**config.mk**
```make
export PLATFORM = sky130hd
export DESIGN_NAME = ora_otp_region
export DESIGN_NICKNAME = d
export VERILOG_FILES = /design/src/ora_pkg.sv /design/src/ora_otp_region.sv
export SDC_FILE = /design/constraint.sdc
export NUM_CORES = 2
export LEC_CHECK = 0
export ABC_AREA = 0
export ABC_CLOCK_PERIOD_IN_PS = 27200
export BUFFER_PORTS_ARGS = -buffer_cell sky130_fd_sc_hd__buf_4
export CORE_ASPECT_RATIO = 1.75
export CORE_UTILIZATION = 45
export CTS_CLUSTER_SIZE = 40
export DETAILED_ROUTE_END_ITERATION = 7
export GPL_ROUTABILITY_DRIVEN = 0
export PLACE_DENSITY_LB_ADDON = 0.3
export SYNTH_ARGS = -nofsm -noshare
export SYNTH_HDL_FRONTEND = slang
export SYNTH_SLANG_ARGS = --single-unit
```
**constraint.sdc**
```tcl
create_clock -name core_clk -period 27.2 [get_ports core_clk]
set_input_delay 0 -clock core_clk [delete_from_list [all_inputs] [get_ports core_clk]]
set_output_delay 0 -clock core_clk [all_outputs]
set_load 0.02 [all_outputs]
```
**src/ora_pkg.sv**
```systemverilog
package ora_pkg;

	// core clock and power-up timing
	localparam int unsigned CLK_FREQ_HZ       = 10_000_000;
	localparam int unsigned CLK_PERIOD_NS     = 1_000_000_000 / CLK_FREQ_HZ;
	localparam int unsigned POWER_UP_DELAY_NS = 300_000;
	// longest time, so round down, never below one cycle
	localparam int unsigned POWER_UP_CYCLES   = (POWER_UP_DELAY_NS / CLK_PERIOD_NS > 0) ?
	                                            POWER_UP_DELAY_NS / CLK_PERIOD_NS : 1;
	localparam int unsigned PU_CNT_W          = 12;

	// serial command codes
	localparam logic [7:0] OTP_READ_CMD     = 8'h4B;
	localparam logic [7:0] OTP_PROGRAM_CMD  = 8'h42;
	localparam logic [7:0] WRITE_ENABLE_CMD = 8'h06;
	localparam logic [7:0] WRITE_DISABLE_CMD = 8'h04;
	localparam logic [4:0] ADDR_LAST_BIT    = 5'h17;
	localparam logic [4:0] DUMMY_LAST_BIT   = 5'h07;
	localparam logic [4:0] BYTE_LAST_BIT    = 5'h07;

	// otp address space
	localparam logic [23:0] OTP_FIRST          = 24'h000100;
	localparam logic [23:0] OTP_LAST           = 24'h0002FF;
	localparam int unsigned OTP_DEPTH          = 512;
	localparam logic [23:0] SERIAL_LOCK_ADDR   = 24'h000100;
	localparam logic [23:0] LOWER_SERIAL_FIRST = 24'h000102;
	localparam logic [23:0] LOWER_SERIAL_LAST  = 24'h000109;
	localparam logic [23:0] UPPER_SERIAL_FIRST = 24'h00010A;
	localparam logic [23:0] UPPER_SERIAL_LAST  = 24'h000111;
	localparam logic [23:0] LOCK_A_ADDR        = 24'h000112;
	localparam logic [23:0] REGION_A_FIRST     = 24'h000114;
	localparam logic [23:0] REGION_A_LAST      = 24'h000213;
	localparam logic [23:0] LOCK_B_ADDR        = 24'h000214;
	localparam logic [23:0] LOCK_B_TOP_ADDR    = 24'h000215;
	localparam logic [23:0] REGION_B_FIRST     = 24'h000216;
	localparam logic [23:0] REGION_B_LAST      = 24'h0002F5;
	localparam logic [23:0] SHORT_REGION_FIRST = 24'h0002F6;
	localparam logic [23:0] SHORT_REGION_LAST  = 24'h0002FF;
	localparam logic [5:0]  REGION_LOWER       = 6'h00;
	localparam logic [5:0]  REGION_UPPER       = 6'h01;
	localparam logic [5:0]  REGION_A_BASE      = 6'h02;
	localparam logic [5:0]  REGION_B_BASE      = 6'h12;
	localparam logic [5:0]  REGION_SHORT       = 6'h20;
	localparam logic [5:0]  REGION_NONE        = 6'h3F;
	localparam logic [7:0]  SERIAL_LOCK_MASK   = 8'h03;
	localparam logic [7:0]  TOP_LOCK_MASK      = 8'h7F;
	localparam logic [7:0]  FULL_MASK          = 8'hFF;
	localparam logic [7:0]  ERASED_BYTE        = 8'hFF;
	localparam logic [7:0]  SERIAL_LOCK_INIT   = 8'hFE;

	// register map, word index on the bus, byte address is four times it
	localparam logic [1:0]  REG_CTRL      = 2'h0;
	localparam logic [1:0]  REG_STATUS    = 2'h1;
	localparam logic [31:0] CTRL_RESET    = 32'h00000001;
	localparam int unsigned CTRL_SUPPLY   = 0;
	localparam int unsigned CTRL_EMB_BUSY = 1;
	localparam int unsigned ST_WEL        = 0;
	localparam int unsigned ST_OTP_ACTIVE = 1;
	localparam int unsigned ST_READY      = 2;
	localparam int unsigned ST_PROG_DONE  = 3;
	localparam int unsigned ST_PROG_DROP  = 4;
	localparam int unsigned ST_ACCEL      = 5;

	typedef struct packed {
		logic csN;     // chip select, low active
		logic sck;     // serial clock
		logic si;      // serial data in
		logic accelHv; // high voltage sense of the protect/accel pin
	} ora_pins_type;

	typedef enum logic [2:0] {
		S_IDLE  = 3'b000,
		S_ADDR  = 3'b001,
		S_DUMMY = 3'b010,
		S_READ  = 3'b011,
		S_WRITE = 3'b100,
		S_SKIP  = 3'b101
	} ora_state_type;

endpackage : ora_pkg

```
**src/ora_otp_region.sv**
```systemverilog
`timescale 1ns/1ps
// What this block does
// otp read: opcode, address, dummy, data out
// read address never wraps at top
// separate otp space, 33 lockable regions
// lower serial region factory written, locked
// upper serial region blank unless ordered
// locked region never changes again
// otp access ends at power-up, reset, deselect
// program outside otp range is discarded
// read outside range returns undefined data
// no otp access during internal program/erase
// acceleration disabled during otp commands
// page-program framing, reprogram allowed, no erase
// lock byte 0x100 bits 0,1 lock serials
// lock byte 0x100 bits 2-7 unprogrammable
// bit 7 at 0x215 unprogrammable
// host waits power-up delay before commands
// power-up in standby, write latch cleared
// supply below minimum ignores all commands
// delivered array reads FF, registers 00
// program carries exactly one data byte
// write enable precedes every otp program
// programming only clears bits to zero
// locked target region discards whole program
// fixed range decode, outside is invalid
module ora_otp_region import ora_pkg::*; #(
	parameter logic [63:0] LOWER_SERIAL_VALUE = 64'h0123456789ABCDEF, // arbitrary value
	parameter bit          UPPER_ID_ORDERED   = 1'b0,
	parameter logic [63:0] UPPER_ID_VALUE     = 64'h0F1E2D3C4B5A6978  // arbitrary value
) (
	input  logic         core_clk,         // 10 MHz core clock
	input  logic         rst,              // synchronous reset, high
	input  ora_pins_type pins,             // serial pins, asynchronous
	output logic         so,               // serial data out
	output logic         soEn,             // so output enable, high drives
	output logic         accelProgActive,  // acceleration applied to programming
	input  logic [1:0]   avs_address,      // word index
	input  logic         avs_read,         // read strobe
	input  logic         avs_write,        // write strobe
	input  logic [31:0]  avs_writedata,    // write data
	output logic [31:0]  avs_readdata,     // read data
	output logic         avs_waitrequest   // low for the cycle that completes
);

	logic [7:0]    otpMem [OTP_DEPTH];
	ora_pins_type  pinS1_r, pinS2_r;
	logic          sckPrev_r, csPrev_r;
	ora_state_type state_r, state_nxt;
	logic [4:0]    bitCnt_r, bitCnt_nxt;
	logic [1:0]    byteCnt_r, byteCnt_nxt;
	logic [7:0]    shift_r, dataR_r;
	logic [23:0]   addr_r;
	logic          isProg_r, otpActive_r, wel_r;
	logic [PU_CNT_W-1:0] puCnt_r;
	logic          ready_r, progDone_r, progDrop_r;
	logic [31:0]   ctrl_r;
	logic          so_r, soEn_r, accel_r, wait_r;
	logic [31:0]   rdData_r;
	logic [8:0]    progIdx_r;
	logic [7:0]    progOld_r;

	// address to region id, REGION_NONE where no data region sits
	function automatic logic [5:0] regionOf(input logic [23:0] a);
		logic [23:0] offs;
		offs = 24'h000000;
		if (a >= LOWER_SERIAL_FIRST && a <= LOWER_SERIAL_LAST) begin
			return REGION_LOWER;
		end else if (a >= UPPER_SERIAL_FIRST && a <= UPPER_SERIAL_LAST) begin
			return REGION_UPPER;
		end else if (a >= REGION_A_FIRST && a <= REGION_A_LAST) begin
			offs = a - REGION_A_FIRST;
			return REGION_A_BASE + {2'b00, offs[7:4]};
		end else if (a >= REGION_B_FIRST && a <= REGION_B_LAST) begin
			offs = a - REGION_B_FIRST;
			return REGION_B_BASE + {2'b00, offs[7:4]};
		end else if (a >= SHORT_REGION_FIRST && a <= SHORT_REGION_LAST) begin
			return REGION_SHORT;
		end
		return REGION_NONE;
	endfunction : regionOf

	// which bits of a byte may be programmed, zero means invalid target
	function automatic logic [7:0] progMaskOf(input logic [23:0] a);
		if (a == SERIAL_LOCK_ADDR) begin
			return SERIAL_LOCK_MASK;
		end else if (a == LOCK_B_TOP_ADDR) begin
			return TOP_LOCK_MASK;
		end else if (a == LOCK_A_ADDR || a == LOCK_A_ADDR + 24'h000001 || a == LOCK_B_ADDR) begin
			return FULL_MASK;
		end else if (regionOf(a) != REGION_NONE) begin
			return FULL_MASK;
		end
		return 8'h00;
	endfunction : progMaskOf

	// memory index of an otp address
	function automatic logic [8:0] memIdx(input logic [23:0] a);
		logic [23:0] offs;
		offs = a - OTP_FIRST;
		return offs[8:0];
	endfunction : memIdx

	// factory content: erased, lower serial written and locked
	initial begin
		for (int i = 0; i < OTP_DEPTH; i++) begin
			otpMem[i] = ERASED_BYTE;
		end
		for (int i = 0; i < 8; i++) begin
			otpMem[memIdx(LOWER_SERIAL_FIRST) + 9'(i)] = LOWER_SERIAL_VALUE[8*i +: 8];
			if (UPPER_ID_ORDERED) begin
				otpMem[memIdx(UPPER_SERIAL_FIRST) + 9'(i)] = UPPER_ID_VALUE[8*i +: 8];
			end
		end
		otpMem[memIdx(SERIAL_LOCK_ADDR)] = UPPER_ID_ORDERED ? 8'hFC : SERIAL_LOCK_INIT;
	end

	// pin synchronisers, first stage read only by the second
	always_ff @(posedge core_clk) begin
		pinS1_r <= pins;
		pinS2_r <= pinS1_r;
	end

	// edge history of the synchronised clock and select
	always_ff @(posedge core_clk) begin
		if (rst) begin
			sckPrev_r <= 1'b0;
			csPrev_r  <= 1'b1;
		end else begin
			sckPrev_r <= pinS2_r.sck;
			csPrev_r  <= pinS2_r.csN;
		end
	end

	// edge and decode wires
	wire       sckRise   = pinS2_r.sck & ~sckPrev_r;
	wire       sckFall   = ~pinS2_r.sck & sckPrev_r;
	wire       csActive  = ~pinS2_r.csN;
	wire       csRise    = pinS2_r.csN & ~csPrev_r;
	wire [7:0] opcode    = {shift_r[6:0], pinS2_r.si};
	wire       opLast    = state_r == S_IDLE && sckRise && bitCnt_r == BYTE_LAST_BIT;
	wire       isOtpOp   = opcode == OTP_READ_CMD || opcode == OTP_PROGRAM_CMD;
	wire       supplyOk  = ctrl_r[CTRL_SUPPLY];
	wire       embBusy   = ctrl_r[CTRL_EMB_BUSY];
	wire       canAccept = supplyOk && ready_r;
	wire       inRange   = addr_r >= OTP_FIRST && addr_r <= OTP_LAST;
	wire [8:0] curIdx    = memIdx(addr_r);
	wire [7:0] rdByte    = inRange ? otpMem[curIdx] : ERASED_BYTE;
	wire [2:0] bitSel    = 3'h7 - bitCnt_r[2:0];

	// lock lookup for the target region
	wire [5:0]  tgtRegion = regionOf(addr_r);
	wire [5:0]  lockN     = (tgtRegion >= REGION_B_BASE) ? tgtRegion - REGION_B_BASE :
	                        tgtRegion - REGION_A_BASE;
	wire [23:0] lockAddr  = (tgtRegion <= REGION_UPPER) ? SERIAL_LOCK_ADDR :
	                        (tgtRegion >= REGION_B_BASE) ? LOCK_B_ADDR + {23'h000000, lockN[3]} :
	                        LOCK_A_ADDR + {23'h000000, lockN[3]};
	wire [2:0]  lockBit   = (tgtRegion <= REGION_UPPER) ? tgtRegion[2:0] : lockN[2:0];
	wire [7:0]  lockByte  = otpMem[memIdx(lockAddr)];
	wire        tgtLocked = tgtRegion != REGION_NONE && !lockByte[lockBit];
	wire [7:0]  progMask  = progMaskOf(addr_r);
	wire        oneByte   = byteCnt_r == 2'h1 && bitCnt_r == 5'h00;
	wire        progEnd   = csRise && isProg_r && state_r == S_WRITE;
	wire        progGo    = progEnd && oneByte && wel_r && !tgtLocked &&
	                        progMask != 8'h00 && !embBusy && supplyOk;

	// command sequencer on sampled serial clock edges
	always_comb begin
		state_nxt   = state_r;
		bitCnt_nxt  = bitCnt_r;
		byteCnt_nxt = byteCnt_r;
		if (!csActive) begin
			state_nxt   = S_IDLE;
			bitCnt_nxt  = 5'h00;
			byteCnt_nxt = 2'h0;
		end else if (sckRise) begin
			bitCnt_nxt = bitCnt_r + 5'h01;
			case (state_r)
				S_IDLE: begin
					if (bitCnt_r == BYTE_LAST_BIT) begin
						bitCnt_nxt = 5'h00;
						if (isOtpOp && canAccept && !embBusy) begin
							state_nxt = S_ADDR;
						end else begin
							state_nxt = S_SKIP;
						end
					end
				end
				S_ADDR: begin
					if (bitCnt_r == ADDR_LAST_BIT) begin
						bitCnt_nxt = 5'h00;
						state_nxt  = isProg_r ? S_WRITE : S_DUMMY;
					end
				end
				S_DUMMY: begin
					if (bitCnt_r == DUMMY_LAST_BIT) begin
						bitCnt_nxt = 5'h00;
						state_nxt  = S_READ;
					end
				end
				S_READ, S_WRITE: begin
					if (bitCnt_r == BYTE_LAST_BIT) begin
						bitCnt_nxt = 5'h00;
						if (byteCnt_r != 2'h3) begin
							byteCnt_nxt = byteCnt_r + 2'h1; // saturates, two means too many
						end
					end
				end
				S_SKIP: begin
					bitCnt_nxt = bitCnt_r;
				end
				default: begin
					state_nxt = S_SKIP;
				end
			endcase
		end
	end

	// sequencer state
	always_ff @(posedge core_clk) begin
		if (rst) begin
			state_r   <= S_IDLE;
			bitCnt_r  <= 5'h00;
			byteCnt_r <= 2'h0;
		end else begin
			state_r   <= state_nxt;
			bitCnt_r  <= bitCnt_nxt;
			byteCnt_r <= byteCnt_nxt;
		end
	end

	// bit shifter, address and program data capture
	always_ff @(posedge core_clk) begin
		if (rst) begin
			shift_r <= 8'h00;
			addr_r  <= 24'h000000;
			dataR_r <= ERASED_BYTE;
		end else if (csActive && sckRise) begin
			shift_r <= opcode;
			if (state_r == S_ADDR) begin
				addr_r <= {addr_r[22:0], pinS2_r.si};
			end else if (state_r == S_READ && bitCnt_r == BYTE_LAST_BIT) begin
				addr_r <= addr_r + 24'h000001; // see R2, plain increment, no wrap
			end
			if (state_r == S_WRITE && bitCnt_r == BYTE_LAST_BIT) begin
				dataR_r <= opcode;
			end
		end
	end

	// otp mode flag and command kind, dropped on every deselect
	always_ff @(posedge core_clk) begin
		if (rst) begin
			otpActive_r <= 1'b0;
			isProg_r    <= 1'b0;
		end else if (!csActive) begin
			otpActive_r <= 1'b0;
			isProg_r    <= 1'b0;
		end else if (opLast && isOtpOp && canAccept && !embBusy) begin
			otpActive_r <= 1'b1;
			isProg_r    <= opcode == OTP_PROGRAM_CMD;
		end
	end

	// write enable latch, cleared at power-up, by write disable and by each otp program that reaches its data phase
	always_ff @(posedge core_clk) begin
		if (rst) begin
			wel_r <= 1'b0;
		end else if (progEnd) begin
			wel_r <= 1'b0;
		end else if (opLast && canAccept && opcode == WRITE_ENABLE_CMD) begin
			wel_r <= 1'b1;
		end else if (opLast && canAccept && opcode == WRITE_DISABLE_CMD) begin
			wel_r <= 1'b0;
		end
	end

	// cell write: and-in only, so bits only go from one to zero; no erase path
	// plain always, since the factory load in the initial block shares this array
	always @(posedge core_clk) begin
		if (progGo) begin
			otpMem[curIdx] <= otpMem[curIdx] & (dataR_r | ~progMask);
		end
	end

	// outcome of the last program command
	always_ff @(posedge core_clk) begin
		if (rst) begin
			progDone_r <= 1'b0;
			progDrop_r <= 1'b0;
		end else if (progEnd) begin
			progDone_r <= progGo;
			progDrop_r <= ~progGo;
		end
	end

	// power-up delay: commands before it count are ignored
	always_ff @(posedge core_clk) begin
		if (rst) begin
			puCnt_r <= '0;
			ready_r <= 1'b0;
		end else if (!ready_r) begin
			puCnt_r <= puCnt_r + 1'b1;
			ready_r <= puCnt_r == PU_CNT_W'(POWER_UP_CYCLES - 1);
		end
	end

	// serial output: bit changes on the falling clock edge
	always_ff @(posedge core_clk) begin
		if (rst) begin
			so_r   <= 1'b0;
			soEn_r <= 1'b0;
		end else begin
			soEn_r <= csActive && state_r == S_READ;
			if (csActive && sckFall && state_r == S_READ) begin
				so_r <= rdByte[bitSel];
			end
		end
	end

	// acceleration only outside otp commands
	always_ff @(posedge core_clk) begin
		if (rst) begin
			accel_r <= 1'b0;
		end else begin
			accel_r <= pinS2_r.accelHv && !otpActive_r && canAccept;
		end
	end

	// bus decode
	wire        busReq   = (avs_read || avs_write) && wait_r;
	wire        busWrite = avs_write && !wait_r;
	wire [31:0] statusWord = {26'h0000000, accel_r, progDrop_r, progDone_r,
	                          ready_r, otpActive_r, wel_r};
	wire [31:0] busRdMux = (avs_address == REG_CTRL)   ? ctrl_r :
	                       (avs_address == REG_STATUS) ? statusWord : 32'h00000000;

	// bus slave: one wait cycle, then the completing cycle
	always_ff @(posedge core_clk) begin
		if (rst) begin
			wait_r   <= 1'b1;
			rdData_r <= 32'h00000000;
		end else begin
			wait_r   <= !busReq;
			rdData_r <= busReq ? busRdMux : rdData_r;
		end
	end

	// control register; unmapped writes fall away
	always_ff @(posedge core_clk) begin
		if (rst) begin
			ctrl_r <= CTRL_RESET;
		end else if (busWrite && avs_address == REG_CTRL) begin
			ctrl_r <= {30'h00000000, avs_writedata[CTRL_EMB_BUSY], avs_writedata[CTRL_SUPPLY]};
		end
	end

	assign so              = so_r;
	assign soEn            = soEn_r;
	assign accelProgActive = accel_r;
	assign avs_readdata    = rdData_r;
	assign avs_waitrequest = wait_r;

	// helper capture for the one-way bit check
	always_ff @(posedge core_clk) begin
		progIdx_r <= curIdx;
		progOld_r <= otpMem[curIdx];
	end
endmodule : ora_otp_region

```
# Word-level counts from Yosys, hierarchy flattened
# Memory sizes are Yosys's and may differ from the RTL's.
# Cells that the tools add are included.
# word_totals
ff_bits	115
ramBits	4096
input_bits	42
out_inout_bits	36
word_cells	216
n_memories	1
# op_classes
add_sub_neg	15
magnitude_cmp	15
eq_ne	25
mux	54
bitwise	13
reduce_logical	64
# memory_table
name	depth	word_bits	rd	rd_ports_with_merged_regs	wr	line	source
otpMem	512	8	2	0	1	ora_otp_region.sv:46	logic [7:0] otpMem [OTP_DEPTH];
# ops
operator	count
$ge A24 B9 Y1 const B	4
$eq A24 B9 Y1 const B	3
$le A24 B10 Y1 const B	3
$mux W6	12
$eq A24 B10 Y1 const B	2
$ge A24 B10 Y1 const B	2
$le A24 B9 Y1 const B	2
$mux W24	2
$mux W8	6
$logic_and A1 B1 Y1	38
$add A24 B1 Y24 const B	1
$mux W1	19
$mux W3	6
$mux W9	2
$sub A9 B9 Y9 const B	2
$eq A8 B3 Y1 const B	2
$eq A8 B7 Y1 const B	2
$sub A8 B5 Y8 const B	2
$pmux W5 S3	1
$add A12 B1 Y12 const B	1
$eq A12 B12 Y1 const B	1
$ne A6 B6 Y1 const B	2
$pmux W3 S4	1
$mux W5	2
other kinds (39)	68

# Depth between registers and ports, before layout
# depth
word_depth	26
depth_mapped	30

# Least setup slack after synthesis
# No wires, ideal clock.
# synth_timing
path_kind	register -> register
start	reg addr_r[1]
end	mem otpMem[0][7], data pin
arrival_time_ns	24.031
t_required_ns	22.865
slack_ns	-1.167
stages_incl_launch_ff	19
n_path_buf	8
path_cell_list	dfxtp_1 buf_2 buf_2 buf_2 buf_2 buf_2 buf_2 buf_2 inv_1 ha_1 buf_2 nor3b_1 o21a_1 nor2_1 o21ai_0 a32oi_2 a311oi_1 a21oi_1 a21boi_0
# synth_between
elab_chain_cells	23
word_cells_on_any_way	56
classes_between	add/sub (5); order compare (10); eq/ne (6); mux (24); bitwise (3); reduce/logical (7); memory (1)
# synth_lines
element	line	source
from (decl)	ora_otp_region.sv:53	logic [23:0] addr_r;
from (signal assigned)	ora_otp_region.sv:241	addr_r <= {addr_r[22:0], pinS2_r.si};
from (signal assigned)	ora_otp_region.sv:243	addr_r <= addr_r + 24'h000001;
$ge A24 B10 Y1 or $le A24 B10 Y1 (tied branches)	ora_otp_region.sv:77	end else if (a >= SHORT_REGION_FIRST && a <= SHORT_REGION_LAST) begin
$logic_and A1 B1 Y1	ora_otp_region.sv:77	
$mux W1	ora_otp_region.sv:77	
$mux W1	ora_otp_region.sv:74	end else if (a >= REGION_B_FIRST && a <= REGION_B_LAST) begin
$mux W1	ora_otp_region.sv:71	end else if (a >= REGION_A_FIRST && a <= REGION_A_LAST) begin
$mux W1	ora_otp_region.sv:69	end else if (a >= UPPER_SERIAL_FIRST && a <= UPPER_SERIAL_LAST) begin
$mux W1	ora_otp_region.sv:67	if (a >= LOWER_SERIAL_FIRST && a <= LOWER_SERIAL_LAST) begin
$mux W1	ora_otp_region.sv:89	end else if (a == LOCK_A_ADDR || a == LOCK_A_ADDR + 24'h000001 || a == LOCK_B_ADDR) begin
[... 7 more ...]	n/a	
$mux W1	ora_otp_region.sv:91	end else if (regionOf(a) != REGION_NONE) begin
$mux W1	ora_otp_region.sv:89	
$mux W1	ora_otp_region.sv:87	end else if (a == LOCK_B_TOP_ADDR) begin
$mux W1	ora_otp_region.sv:85	if (a == SERIAL_LOCK_ADDR) begin
$mux W8	ora_otp_region.sv:94	return 8'h00;
$not A8 Y8	ora_otp_region.sv:282	otpMem[curIdx] <= otpMem[curIdx] & (dataR_r | ~progMask);
$or A8 B8 Y8	ora_otp_region.sv:282	
$and A8 B8 Y8 (*)	ora_otp_region.sv:282	
to (decl)	ora_otp_region.sv:46	
# Mark *: on every way between the ends. The rest lies on a longest branch, timed or not. The select of a mux whose other input is x is not followed.

# Final worst setup path
# layout_timing
start	reg addr_r[0]
end	mem otpMem[478][2], data pin
# Same word-level chain as after synthesis.

==> summary.txt <==
Synth
  • Number of library cell types mapped by synthesis: 87
  • Post-Syn Area: 164000 sq um
  • FFs w/ async S/R, synth: 0
  • Top-count cell post-synth: edfxtp_1
  • Synth area leader: edfxtp_1
  • Yosys warnings: 0
  • Gate Count Post-Synth: 8243
  • Synth top area share: 0.749
  • Top post-synthesis cells by area: edfxtp_1 75%, mux4_2 12%, mux2i_1 2.3%
  • Sequential share of the synthesized area: 0.760
  • Post-synth top cells: 4096 x edfxtp_1, 908 x mux4_2, 674 x nor2_1
  • Syn Area/Cell: 19.9 sq um
  • Synth Register Bits: 4185
  • Post-synth EDFFs: 4096
  • Main synth FF type: edfxtp_1

Power and ir drop
  • Int Power: approximately 0.0096 W
  • Comb pwr share: 0.001
  • Net Sw Frac: 0.192
  • Maximum ir drop on the vdd rail: 0.0459 mV
  • Sw Pwr: about 0.0023 W
  • Part of the power in the clock network: 0.416
  • Power share of the sequential group: 0.583
  • Leakage: approximately 53 nW
  • P per Cell Area: 65.8 nW/um^2

Global routing
  • First-pass GRT wire length: 665000 um
  • Grt total ovfl: 0
  • Global Route Usage Sum: 0.257
  • Initial antenna violation count: 28
  • Largest net degree at the start of global routing: 249
  • Vias in the first global route: about 86000

STA
  • RSZ-0062 raised after global routing: false
  • Setup violators final: 0
  • Layout Skew: about 0.075 ns
  • Setup TNS Final: 0 ns
  • Final period utilization: 0.377
  • Final hold slack: 0.101 ns
  • Final hold violations: 0
  • Worst-Margin Slew: 1.62 ns
  • Max-slew violations: ~100
  • Period minus WS final: 10.27 ns
  • Fmax: 97.4 MHz
  • Relative slew slack: -0.0789

Setup path
  • Slowest CP cell: a21oi_4
  • CP Class: flip-flop to flip-flop
  • CP required: roughly 28 ns
  • CP Capture Type: flip-flop
  • Arr. time, crit path: 10.79 ns
  • Slowest stage delay, CP: 0.97 ns
  • Crit-path most repeated cell: buf_4
  • Setup crit start kind: flip-flop
  • Critical path, cell by cell: buf_12 -> buf_4 -> buf_4 -> buf_4 -> buf_4 -> mux2i_1 -> o22ai_1 -> a211oi_1 -> nor3_1 -> o41ai_1 -> o2111ai_1 -> a211oi_1 -> a21oi_4 -> buf_4 -> buf_12
  • CP max FO: 225

Floorplanning
  • I/O pin count: a little under 80
  • Core Area: 363000 sq um
  • Row cnt: 293
  • Die ar.: ~370000 sq um
  • Chip Height: 801 um
  • Die X: 459 um
  • Starting density of the core: 0.452

Drt
  • DR vias: approximately 85000
  • Routed vias/inst: 6.29
  • Initial DRC Count: 10900
  • DRC: 36
  • First-pass DRT Iterations: 8
  • Avg WL per Cell: around 35 um
  • Post-route ant nets: 0
  • Routed WL: roughly 480000 um

Clock tree
  • CTS tree: built
  • CTS clk-pin slew, worst paths: 0.07 ns
  • CTS Root Cell: clkbuf_16
  • Max Buffers Root-to-Sink: 4
  • Worst-Skew Late Latency: 0.99 ns
  • Post_cts resized: 0
  • CTS Buf Count: between 300 and 400
  • CTS sink count: 4185
  • H-tree depth: 5
  • Setup Buffers After CTS: 0

Job
  • Max Cap Viol: 1

Place
  • Port Buffers: 21
  • Dpl hpwl: 292000 um
  • Number of instances in the placed design: 12800

Final layout
  • Final core utilization: 0.500
  • Share of cells above drive strength 1: 0.199
  • Fin cells: between 10000 and 15000
  • Final-stage net count: 8386
  • Multi-input logic area: roughly 37000 sq um
  • Fillers: 28700
  • Area Overhead vs Synth: 10.5%
  • Storage element area: ~120000 sq um

Run status
  • Status: finished with violations
  • Violated checks: design-rule violations, max-capacitance violations, max-slew violations

Hold path
  • Hold crit path type: input pin to flip-flop
[stage by stage]
stage / power, W / worst slack [ns] / instance area [sq um]
after CTS: 0.0120 / 16.85 / 181000
after global placement: 0.00712 / 17.11 / 170000
final: 0.0119 / 16.93 / 181000
after global routing: 0.0122 / 16.51 / 181000
after detailed placement: 0.00712 / 16.88 / 170000
after floorplan: 0.00712 / 6.55 / 164000
[critical path: cells and delay by family (launching register included)]
family	cells	cell delay, ns
multiplexers	1	0.16
AO/OA/AOI/OAI	6	2.13
flip-flops	1	0.93
AND/OR/NAND/NOR	1	0.96
buffers and inverters	7	4.85
[sequential cells by signal, indices dropped and copies added, names as in the netlist, 2 cells and up]
signal        cells
addr_r           24
avs_readdata      6
bitCnt_r          5
byteCnt_r         2
ctrl_r            2
dataR_r           8
otpMem         4096
pinS1_r           4
pinS2_r           3
puCnt_r          12
shift_r           7
state_r           3
[area by class of cell]
class	instances	share of cell area
diodes	27	0.000372
clock buffers	441	0.0508
clock inverters	165	0.00916
inverters	23	0.000531
multi-input cells	3503	0.205
flip-flops and latches	4185	0.688
well taps	4867	0.0336
repair buffers	269	0.0130
[worst paths after layout]
path / start / end / slack [ns] / cells past startpoint
setup reg to reg: addr_r[0] / otpMem[478][2] / 16.93 / 15
setup / recovery: addr_r[0] / otpMem[478][2] / 16.93 / 15
hold reg to reg: pinS1_r[0] / pinS2_r[0] / 0.33 / 0
hold / removal: avs_address[0] / avs_readdata[3] / 0.10 / 5
[cells by family (layout without fill, tap and decap cells)]
group | after synthesis | count (layout) | synth area share
flip-flops | 4185 | 4185 | 0.760
multiplexers | 1289 | 1289 | 0.148
AND/OR/NAND/NOR | 1173 | 1173 | 0.0314
AO/OA/AOI/OAI | 981 | 981 | 0.0421
buffers and inverters | 580 | 898 | 0.0165
XOR/XNOR | 20 | 20 | 0.00115
adder cells (fa/ha/maj) | 14 | 14 | 0.00107
other | 1 | 53 | 0.0000228
[routing by layer]
| metal | routed length, um | vias up | share of wire | GRT usage |
|---|---|---|---|---|
| met2 | 245000 | 4448 | 0.51 | 0.440 |
| met5 | 80 | - | 0.00017 | 0 |
| met1 | 159000 | 45000 | 0.33 | 0.296 |
| met4 | 36200 | 10 | 0.076 | 0.175 |
| met3 | 36700 | 1077 | 0.077 | 0.0434 |
| li1 | - | 34300 | - | - |
[power groups by stage]
| stage | registers [W] | logic, W | clock network, W |
|---|---|---|---|
| after floorplan | 0.00711 | 0.0000115 | 0 |
| after global placement | 0.00711 | 0.0000115 | 0 |
| after detailed placement | 0.00711 | 0.0000118 | 0 |
| after CTS | 0.00696 | 0.0000148 | 0.00501 |
| after global routing | 0.00696 | 0.0000164 | 0.00522 |
| final | 0.00696 | 0.0000152 | 0.00496 |
[layout by cell type (no fill, tap or decap), drive strengths merged, types with 19 or more instances in the layout]
master,n
edfxtp,4096
mux4,908
nor2,674
clkbuf,441
mux2i,372
buf,236
a21oi,202
a22oi,185
nand2,162
clkinv,116
o21ai,109
o221ai,98
nor3,97
dfxtp,89
o22ai,72
nand3,52
a211oi,46
a221oi,42
nor2b,38
o211ai,37
a22o,36
nand4,34
dlygate4sd3,32
bufinv,29
inv,28
diode,27
conb,26
nor4,24
o31ai,20
a31oi,19
[timing repair]
item | 4_1_cts | 5_1_grt
endpoints found under the hold margin | 73 | 0
hold buffers | 32 | 0
endpoints found under the setup margin | 0 | 0
Note: power is estimated with default switching activity, not from simulation.
